$ cat src/rtl/sync_pacer_pkg.sv
// constants shared by the sync pacer design
package sync_pacer_pkg;

  // *********************************************************
  // timing
  // *********************************************************
  localparam int unsigned CLK_HZ         = 10_000_000;
  localparam int unsigned CLK_PERIOD_NS  = 1_000_000_000 / CLK_HZ;
  localparam int unsigned GLITCH_MIN_NS  = 258;
  // samples a level must hold: a pulse just under the limit can still
  // straddle floor(limit/period)+1 samples, so one more is required
  localparam int unsigned GLITCH_CYCLES  =
    (GLITCH_MIN_NS - 1) / CLK_PERIOD_NS + 2;
  // internal pacing period when free running (cycles)
  localparam int unsigned INT_PERIOD_CYC = 4000;
  // sync edges older than this are stale; fall back to internal pacing
  localparam int unsigned SYNC_LOSS_CYC  = 4000;
  // serial bit period in cycles
  localparam int unsigned BAUD_DIV       = 8;

  // *********************************************************
  // frame layout
  // *********************************************************
  localparam int unsigned DATA_BITS      = 8;
  localparam int unsigned FRAME_BITS     = 11; // start, data, parity, stop
  localparam int unsigned RESET_OVS      = 4;  // oversample count reset

endpackage : sync_pacer_pkg

$ cat src/rtl/uart_frame_if.sv
// handshake between pacer core and frame transmitter
`timescale 1ns/1ps
interface uart_frame_if;
  logic       valid;
  logic       ready;
  logic [7:0] data;
  modport src (output valid, output data, input ready);
  modport dst (input valid, input data, output ready);
endinterface : uart_frame_if

$ cat src/rtl/uart_frame_tx.sv
// serial frame transmitter: start, 8 data, even parity, stop
`timescale 1ns/1ps
module uart_frame_tx #(
  parameter int unsigned DIV = sync_pacer_pkg::BAUD_DIV
) (
  input  wire logic   clk_i,
  input  wire logic   reset_i,
  uart_frame_if.dst   frm,
  output logic        txd_o
);
  typedef enum logic [0:0] {IDLE = 1'b0, SEND = 1'b1} tx_state_t;

  // the bit-time counter below is only 16 bits wide
  if (DIV < 2 || DIV > 65536) begin : g_div_chk
    $error("DIV must lie between 2 and 65536");
  end

  tx_state_t   state_r,  state_nxt;
  logic [10:0] shreg_r,  shreg_nxt;
  logic [3:0]  nbit_r,   nbit_nxt;
  logic [15:0] div_r,    div_nxt;
  logic        txd_r,    txd_nxt;

  assign frm.ready = (state_r == IDLE);
  assign txd_o     = txd_r;

  // ***************************************************
  // shift engine
  // ***************************************************
  // lsb first; parity bit is xor of data so total ones is even
  always_comb begin
    state_nxt = state_r;
    shreg_nxt = shreg_r;
    nbit_nxt  = nbit_r;
    div_nxt   = div_r;
    txd_nxt   = txd_r;
    case (state_r)
      IDLE: begin
        txd_nxt = 1'b1;
        if (frm.valid) begin
          shreg_nxt = {1'b1, ^frm.data, frm.data, 1'b0};
          state_nxt = SEND;
          nbit_nxt  = 4'h0;
          div_nxt   = 16'h0000;
        end
      end
      SEND: begin
        txd_nxt = shreg_r[0];
        if (div_r == 16'(DIV - 1)) begin
          div_nxt   = 16'h0000;
          shreg_nxt = {1'b1, shreg_r[10:1]};
          if (nbit_r == 4'(sync_pacer_pkg::FRAME_BITS - 1)) begin
            state_nxt = IDLE;
          end else begin
            nbit_nxt = nbit_r + 4'h1;
          end
        end else begin
          div_nxt = div_r + 16'h0001;
        end
      end
      default: state_nxt = IDLE;
    endcase
  end

  always_ff @(posedge clk_i) begin
    if (reset_i) begin
      state_r <= IDLE;
      shreg_r <= 11'h7FF;
      nbit_r  <= 4'h0;
      div_r   <= 16'h0000;
      txd_r   <= 1'b1;
    end else begin
      state_r <= state_nxt;
      shreg_r <= shreg_nxt;
      nbit_r  <= nbit_nxt;
      div_r   <= div_nxt;
      txd_r   <= txd_nxt;
    end
  end

  AST_FRAME_START: assert property (@(posedge clk_i) disable iff (reset_i)
    (state_r == IDLE && frm.valid) |=> ##1 !txd_o)
    else $error("frame did not open with a start bit");

endmodule : uart_frame_tx

$ cat src/rtl/sync_pacer.sv
// external sync pacer: filter, capture, message start, fallback timing
`timescale 1ns/1ps
module sync_pacer #(
  parameter int unsigned SAMPLE_W  = 16,
  parameter bit          DIFF_SYNC = 1'b0,
  parameter int unsigned INT_PER   = sync_pacer_pkg::INT_PERIOD_CYC,
  parameter int unsigned LOSS_CYC  = sync_pacer_pkg::SYNC_LOSS_CYC
) (
  input  wire logic                clk_i,
  input  wire logic                reset_i,
  input  wire logic                sync_i,
  input  wire logic                sync_n_i,
  input  wire logic [SAMPLE_W-1:0] sample_i,
  output logic                     sample_req_o,
  output logic                     ext_mode_o,
  output logic                     ovs_en_o,
  output logic [SAMPLE_W-1:0]      record_o,
  output logic                     txd_o
);
  localparam int unsigned NBYTES = SAMPLE_W / sync_pacer_pkg::DATA_BITS;
  localparam int unsigned GC     = sync_pacer_pkg::GLITCH_CYCLES;

  typedef enum logic [1:0] {
    MSG_IDLE = 2'b00,
    MSG_SEND = 2'b01,
    MSG_WAIT = 2'b10
  } msg_state_t;

  // elaboration checks: byte framing, sample width limit and minimum periods
  if (SAMPLE_W % 8 != 0 || SAMPLE_W == 0 || SAMPLE_W > 64) begin : g_w_chk
    $error("SAMPLE_W must be a multiple of 8 up to 64");
  end
  if (INT_PER < 32 || LOSS_CYC < 4) begin : g_per_chk
    $error("period parameters too small");
  end

  // ***************************************************
  // input select and synchroniser
  // ***************************************************
  // both legs pass two flops before any gate reads them; skew between
  // the legs then shows only as a short pulse that the filter drops
  logic [1:0] s1_r, s2_r;
  logic       sync_lvl;
  always_ff @(posedge clk_i) begin
    if (reset_i) begin
      s1_r <= 2'b00;
      s2_r <= 2'b00;
    end else begin
      s1_r <= {sync_n_i, sync_i};
      s2_r <= s1_r;
    end
  end

  // pair resolved by polarity compare after synchronising
  assign sync_lvl = DIFF_SYNC ? (s2_r[0] & ~s2_r[1]) : s2_r[0];

  // ***************************************************
  // glitch filter
  // ***************************************************
  // a new level is taken only after it held GC cycles, so shorter
  // pulses never toggle the filtered level
  logic       filt_r,  filt_nxt;
  logic [7:0] gcnt_r,  gcnt_nxt;
  logic       rise, fall;

  always_comb begin
    filt_nxt = filt_r;
    gcnt_nxt = 8'h00;
    if (sync_lvl != filt_r) begin
      if (gcnt_r == 8'(GC - 1)) begin
        filt_nxt = sync_lvl;
      end else begin
        gcnt_nxt = gcnt_r + 8'h01;
      end
    end
  end

  assign rise = filt_nxt & ~filt_r;
  assign fall = ~filt_nxt & filt_r;

  // ***************************************************
  // sync presence and internal rate
  // ***************************************************
  // the mode flag drops after a quiet spell; ext edges restart it
  logic        ext_r,   ext_nxt;
  logic [31:0] quiet_r, quiet_nxt;
  logic [31:0] tick_r,  tick_nxt;
  logic        int_cap, int_msg;

  always_comb begin
    ext_nxt   = ext_r;
    quiet_nxt = quiet_r;
    tick_nxt  = tick_r;
    if (rise || fall) begin
      ext_nxt   = 1'b1;
      quiet_nxt = 32'h0000_0000;
    end else if (quiet_r == 32'(LOSS_CYC - 1)) begin
      ext_nxt = 1'b0;
    end else begin
      quiet_nxt = quiet_r + 32'h0000_0001;
    end
    if (tick_r == 32'(INT_PER - 1)) begin
      tick_nxt = 32'h0000_0000;
    end else begin
      tick_nxt = tick_r + 32'h0000_0001;
    end
  end

  // internal capture at period start, message at half period
  assign int_cap = !ext_r && (tick_r == 32'h0000_0000);
  assign int_msg = !ext_r && (tick_r == 32'(INT_PER / 2));

  // ***************************************************
  // capture and message launch
  // ***************************************************
  // every filtered edge paces, the first one too, except a fall that lands mid-message; internal pacing masked
  // while ext_r is set
  logic                cap_go, msg_go;
  logic [SAMPLE_W-1:0] rec_r, rec_nxt;
  logic                req_r, req_nxt;

  assign cap_go = rise || int_cap;
  assign msg_go = fall || int_msg;

  always_comb begin
    rec_nxt = rec_r;
    req_nxt = cap_go;
    if (cap_go) begin
      rec_nxt = sample_i;
    end
  end

  // ***************************************************
  // message sequencer
  // ***************************************************
  uart_frame_if frm ();
  msg_state_t          mst_r,  mst_nxt;
  logic [SAMPLE_W-1:0] msh_r,  msh_nxt;
  logic [3:0]          mcnt_r, mcnt_nxt;

  // a falling edge that lands mid-message is dropped: the link is busy
  always_comb begin
    mst_nxt   = mst_r;
    msh_nxt   = msh_r;
    mcnt_nxt  = mcnt_r;
    frm.valid = 1'b0;
    frm.data  = msh_r[7:0];
    case (mst_r)
      MSG_IDLE: begin
        if (msg_go) begin
          msh_nxt  = rec_r;
          mcnt_nxt = 4'h0;
          mst_nxt  = MSG_SEND;
        end
      end
      MSG_SEND: begin
        frm.valid = 1'b1;
        if (frm.ready) begin
          mst_nxt = MSG_WAIT;
        end
      end
      MSG_WAIT: begin
        if (frm.ready) begin
          if (mcnt_r == 4'(NBYTES - 1)) begin
            mst_nxt = MSG_IDLE;
          end else begin
            mcnt_nxt = mcnt_r + 4'h1;
            msh_nxt  = msh_r >> 8;
            mst_nxt  = MSG_SEND;
          end
        end
      end
      default: mst_nxt = MSG_IDLE;
    endcase
  end

  uart_frame_tx u_tx (
    .clk_i   (clk_i),
    .reset_i (reset_i),
    .frm     (frm),
    .txd_o   (txd_o)
  );

  // ***************************************************
  // registers
  // ***************************************************
  always_ff @(posedge clk_i) begin
    if (reset_i) begin
      filt_r  <= 1'b0;
      gcnt_r  <= 8'h00;
      ext_r   <= 1'b0;
      quiet_r <= 32'h0000_0000;
      tick_r  <= 32'h0000_0000;
      rec_r   <= '0;
      req_r   <= 1'b0;
      mst_r   <= MSG_IDLE;
      msh_r   <= '0;
      mcnt_r  <= 4'h0;
    end else begin
      filt_r  <= filt_nxt;
      gcnt_r  <= gcnt_nxt;
      ext_r   <= ext_nxt;
      quiet_r <= quiet_nxt;
      tick_r  <= tick_nxt;
      rec_r   <= rec_nxt;
      req_r   <= req_nxt;
      mst_r   <= mst_nxt;
      msh_r   <= msh_nxt;
      mcnt_r  <= mcnt_nxt;
    end
  end

  assign sample_req_o = req_r;
  assign ext_mode_o   = ext_r;
  assign ovs_en_o     = !ext_r;
  assign record_o     = rec_r;

  // ***************************************************
  // assertions
  // ***************************************************
  AST_CAPTURE_ON_RISE: assert property (@(posedge clk_i) disable iff (reset_i)
    rise |=> (sample_req_o && record_o == $past(sample_i)))
    else $error("rising edge did not capture a sample");

  AST_MSG_ON_FALL: assert property (@(posedge clk_i) disable iff (reset_i)
    (fall && mst_r == MSG_IDLE) |=> mst_r == MSG_SEND)
    else $error("falling edge did not start a message");

  AST_GLITCH_HOLD: assert property (@(posedge clk_i) disable iff (reset_i)
    $changed(filt_r) |-> $past(sync_lvl) == filt_r &&
    $past(gcnt_r) == 8'(GC - 1) && gcnt_r == 8'h00)
    else $error("filtered level changed without a held input");

  AST_SHORT_PULSE: assert property (@(posedge clk_i) disable iff (reset_i)
    (sync_lvl != filt_r && gcnt_r < 8'(GC - 1)) |=> $stable(filt_r))
    else $error("short pulse passed the filter");

  AST_NO_OVS_EXT: assert property (@(posedge clk_i) disable iff (reset_i)
    (ext_r && rise) |=> !ovs_en_o ##1 !sample_req_o)
    else $error("oversampled or repeated capture during external sync");

  AST_EXT_PACE: assert property (@(posedge clk_i) disable iff (reset_i)
    (ext_r && !rise) |=> !sample_req_o)
    else $error("capture without sync edge while synced");

  AST_FALLBACK: assert property (@(posedge clk_i) disable iff (reset_i)
    (!ext_r && !(rise || fall) && tick_r == 32'h0000_0000) |=>
    sample_req_o && ovs_en_o)
    else $error("internal pacing missed a capture");

  AST_TX_IDLE_HIGH: assert property (@(posedge clk_i) disable iff (reset_i)
    (mst_r == MSG_IDLE && frm.ready) [*3] |-> txd_o)
    else $error("line not idle high between frames");

  COV_EXT_MSG: cover property (@(posedge clk_i) disable iff (reset_i)
    ext_r && fall && mst_r == MSG_IDLE);
  COV_GLITCH: cover property (@(posedge clk_i) disable iff (reset_i)
    sync_lvl != filt_r ##1 sync_lvl == filt_r);
  COV_LOSS: cover property (@(posedge clk_i) disable iff (reset_i)
    $fell(ext_r));

endmodule : sync_pacer

$ cat config.mk
export PLATFORM = sky130hd
export DESIGN_NAME = sync_pacer
export DESIGN_NICKNAME = d
export VERILOG_FILES = /design/src/rtl/sync_pacer_pkg.sv /design/src/rtl/uart_frame_if.sv /design/src/rtl/uart_frame_tx.sv /design/src/rtl/sync_pacer.sv
export SDC_FILE = /design/constraint.sdc
export NUM_CORES = 1
export LEC_CHECK = 0
export ABC_AREA = 1
export BUFFER_PORTS_ARGS = -buffer_cell sky130_fd_sc_hd__buf_4
export CORE_MARGIN = 3
export CORE_UTILIZATION = 40
export DETAILED_ROUTE_END_ITERATION = 10
export SYNTH_ARGS = -nofsm -noshare
export SYNTH_HDL_FRONTEND = slang
export SYNTH_SLANG_ARGS = --single-unit
$ cat constraint.sdc
create_clock -name clk_i -period 4.65 [get_ports clk_i]
set_clock_uncertainty 0.15 [all_clocks]
set_input_delay 0.6975 -clock clk_i [delete_from_list [all_inputs] [get_ports clk_i]]
set_output_delay 0.6975 -clock clk_i [all_outputs]
set_load 0.005 [all_outputs]
==> flow_summary.yaml <==
clocking:
  cts_resized: 0
  hold_buffers: 0
  cts_tree: "yes"
  clkLatencyLatePin_ns: 0.43
  cts_buffers: 17
  clk_pin_slew_worst_paths_ns: 0.06
  h-tree-depth: 4
  post_cts_buffers: 0
  clockBufferDepth: 2
  clock_sinks: 147
  root_buffer: "clkbuf_16"
timing:
  slew-limit-headroom_pct: 39.97
  tightest_slew_ns: 0.8928
  whs_ns: 0.2490
  setup_viol: 0
  hold_viol: 0
  final.min_clock_period_ns: 3.137
  rsz0062_at_grt: "no"
  drv_slew: 0
  fmax_mhz: 318.7
  min_period_over_period_pct: 67.47
  tns_ns: 0
synthesis:
  yosys_most_used_dff: "dfxtp_1"
  ys_types: 37
  yosysTopAreaCellShare_pct: 37.62
  yosysMostFrequentCell: "nand2_1"
  synth_area_leaders: "dfxtp_1, nand2_1, nor2_1, inv_1, nand3_1"
  synth_edf_count: 0
  synth_area_leader_cell: "dfxtp_1"
  ys_seq_area_share_pct: 37.62
  netlist_area_um2: 7823
  synth_common_cells: "nand2_1, nor2_1, dfxtp_1, inv_1, nand3_1"
  yosys_warnings: 0
  syn_nets: 1262
  ys_ff_latch: 147
  async_reset_ff_share_pct: 0
  syn_area_per_cell_um2: 6.355
  synth_cells: 1231
routing:
  via_count: 7479
  drt_first_pass_iters: 5
  wl_mm: 18.48
  vias_per_cell: 4.885
  ant_nets: 0
  avgRoutedWirePerCell_um: 12.07
  drtIter0Drc: 579
  drc: 0
hold_path:
  hp-class: "reg -> reg"
  holdPathStages: 2
global_route:
  grt_max_degree: 59
  first_global_vias: 6687
  antenna_found_initial: 0
  grt_util_all_layers_pct: 17.71
  grt_overflow: 0
  grt_pass1_wl_mm: 31.84
power_and_ir_drop:
  p_leak_nw: 3.635
  ir_worst_vdd_mv: 0.2638
  power_density_nw_per_um2: 420.1
layout:
  multi_input_area_um2: 4184
  drive_above_1_share_pct: 7.396
  seq_area_um2: 2943
  fillers: 2023
  fin_nets: 1289
  area_delta_synth_final_pct: 14.22
  diodes: 0
setup_path:
  critPathBufInv: 2
  crit_chain: "ha_1 > nand4_1 > nor3_1 > nand2_1 > o21ai_0 > inv_1 > ha_1 > nand2_1 > inv_1 > o21ai_0 > a21oi_1"
  cpMaxStageDelayCell: "nand2_1"
  crit_cells: 11
  max_stage_delay_ns: 0.63
  crit_fanout: 21
  rr_worst_depth: 11
  critPathRequiredTime_ns: 4.81
  crit_path_start_kind: "flip-flop"
  crit_family: "simple AND/OR/NAND/NOR gates"
  cp.arrival_ns: 3.30
  end_kind: "flip-flop"
  critical_path_class: "reg -> reg"
die:
  die_w_um: 145.8
  io-pin-count: 40
  core.rowCount: 50
  start_util_pct: 41.27
  die_h_um: 145.8
  dieArea_um2: 21270
  core_area_um2: 18960
placed_design:
  port-buffer-count: 38
  routabilityCongestion: 0.8700
  hpwl_mm: 13.05
flow_run:
  cap_violations: 0
status:
  outcome: "finished, final reports clean"
[worst paths after layout]
kind / end / slack, ns / start
worst min-delay path: s2_r[0]$_SDFF_PP0_ / 0.25 / s1_r[0]$_SDFF_PP0_
worst max-delay path: quiet_r[6]$_SDFFE_PP0N_ / 1.51 / gcnt_r[0]$_SDFF_PP0_
worst max register to register: quiet_r[6]$_SDFFE_PP0N_ / 1.51 / gcnt_r[0]$_SDFF_PP0_
worst min register to register: s2_r[0]$_SDFF_PP0_ / 0.25 / s1_r[0]$_SDFF_PP0_
[per-stage QoR]
stage	setup WS, ns	util [%]	instances	power (mW)	cell area, um^2
floorplan	2.443	-	1231	2.146	7823
global placement	1.569	43.83	1499	2.314	8308
detailed placement	1.521	43.83	1499	2.319	8308
CTS	1.507	47.14	1531	3.796	8935
global route	1.110	47.14	1531	3.997	8935
finish	1.513	47.14	1531	3.754	8935
[cells by family (layout without fill, tap and decap cells)]
group / after synthesis / in the layout / synth area share [%]
buf+inv: 180 / 220 / 8.893
flops: 147 / 147 / 37.62
simple gates: 762 / 762 / 41.36
xor+xnor: 29 / 29 / 3.247
fa+ha+maj: 11 / 11 / 1.759
compound gates: 102 / 102 / 7.118
[worst min-delay path, cell delays in order (launching register included)]
cell	delay (ns)
dfxtp_1	0.29
inv_1	0.04
nor2_1	0.03
[registers in the layout (all words and copies together) (netlist names)]
name          count
mcnt_r            4
u_tx.div_r       16
u_tx.shreg_r     10
u_tx.txd_o        1
sample_req_o      1
u_tx.nbit_r       4
tick_r           32
msh_r            16
u_tx.state_r      1
mst_r             2
s1_r              1
gcnt_r            8
s2_r              1
quiet_r          32
record_o         16
ext_mode_o        1
filt_r            1
[per-layer routing]
layer	share of wire (%)	GRT usage, %	vias up
met1	51	25.31	3360
met5	0	0	-
met2	45	27.47	134
met4	1.3	5.793	0
li1	-	-	3965
met3	3.4	2.647	20
[cells in the final DEF (no fill, tap or decap), types with 2 or more instances in the layout]
cell type   count
nand2_1       356
nor2_1        200
dfxtp_1       147
inv_1         139
nand3_1        97
a21oi_1        67
nand4_1        42
buf_4          40
nor3_1         33
xor2_1         20
o21ai_0        19
clkbuf_16      17
ha_1           11
nand3b_1       10
xnor2_1         9
or2_2           7
inv_2           7
nor4_1          5
clkinvlp_4      5
bufinv_16       4
nor2_2          3
o21bai_1        3
a31oi_1         3
clkinv_1        2
nand2_2         2
and2_1          2
o211ai_1        2
and3_1          2
a211oi_1        2
a21oi_2         2
clkbuf_1        2
[cell type report]
class                           instances  share of cell area [%]
Multi-Input combinational cell        904                   46.83
Inverter                              148                   6.218
Timing Repair Buffer                   40                   3.361
Sequential cell                       147                   32.94
Tap cell                              260                   3.641
Clock inverter                         12                   2.017
Clock buffer                           20                   4.999
[power breakdown]
group	leakage, nW	internal (mW)	switching, mW
Sequential	1.19	1.39	0.0949
Combinational	2.15	0.289	0.512
Clock	0.289	0.913	0.557
Total	3.64	2.59	1.16
Power figures use the tool's default switching activity.
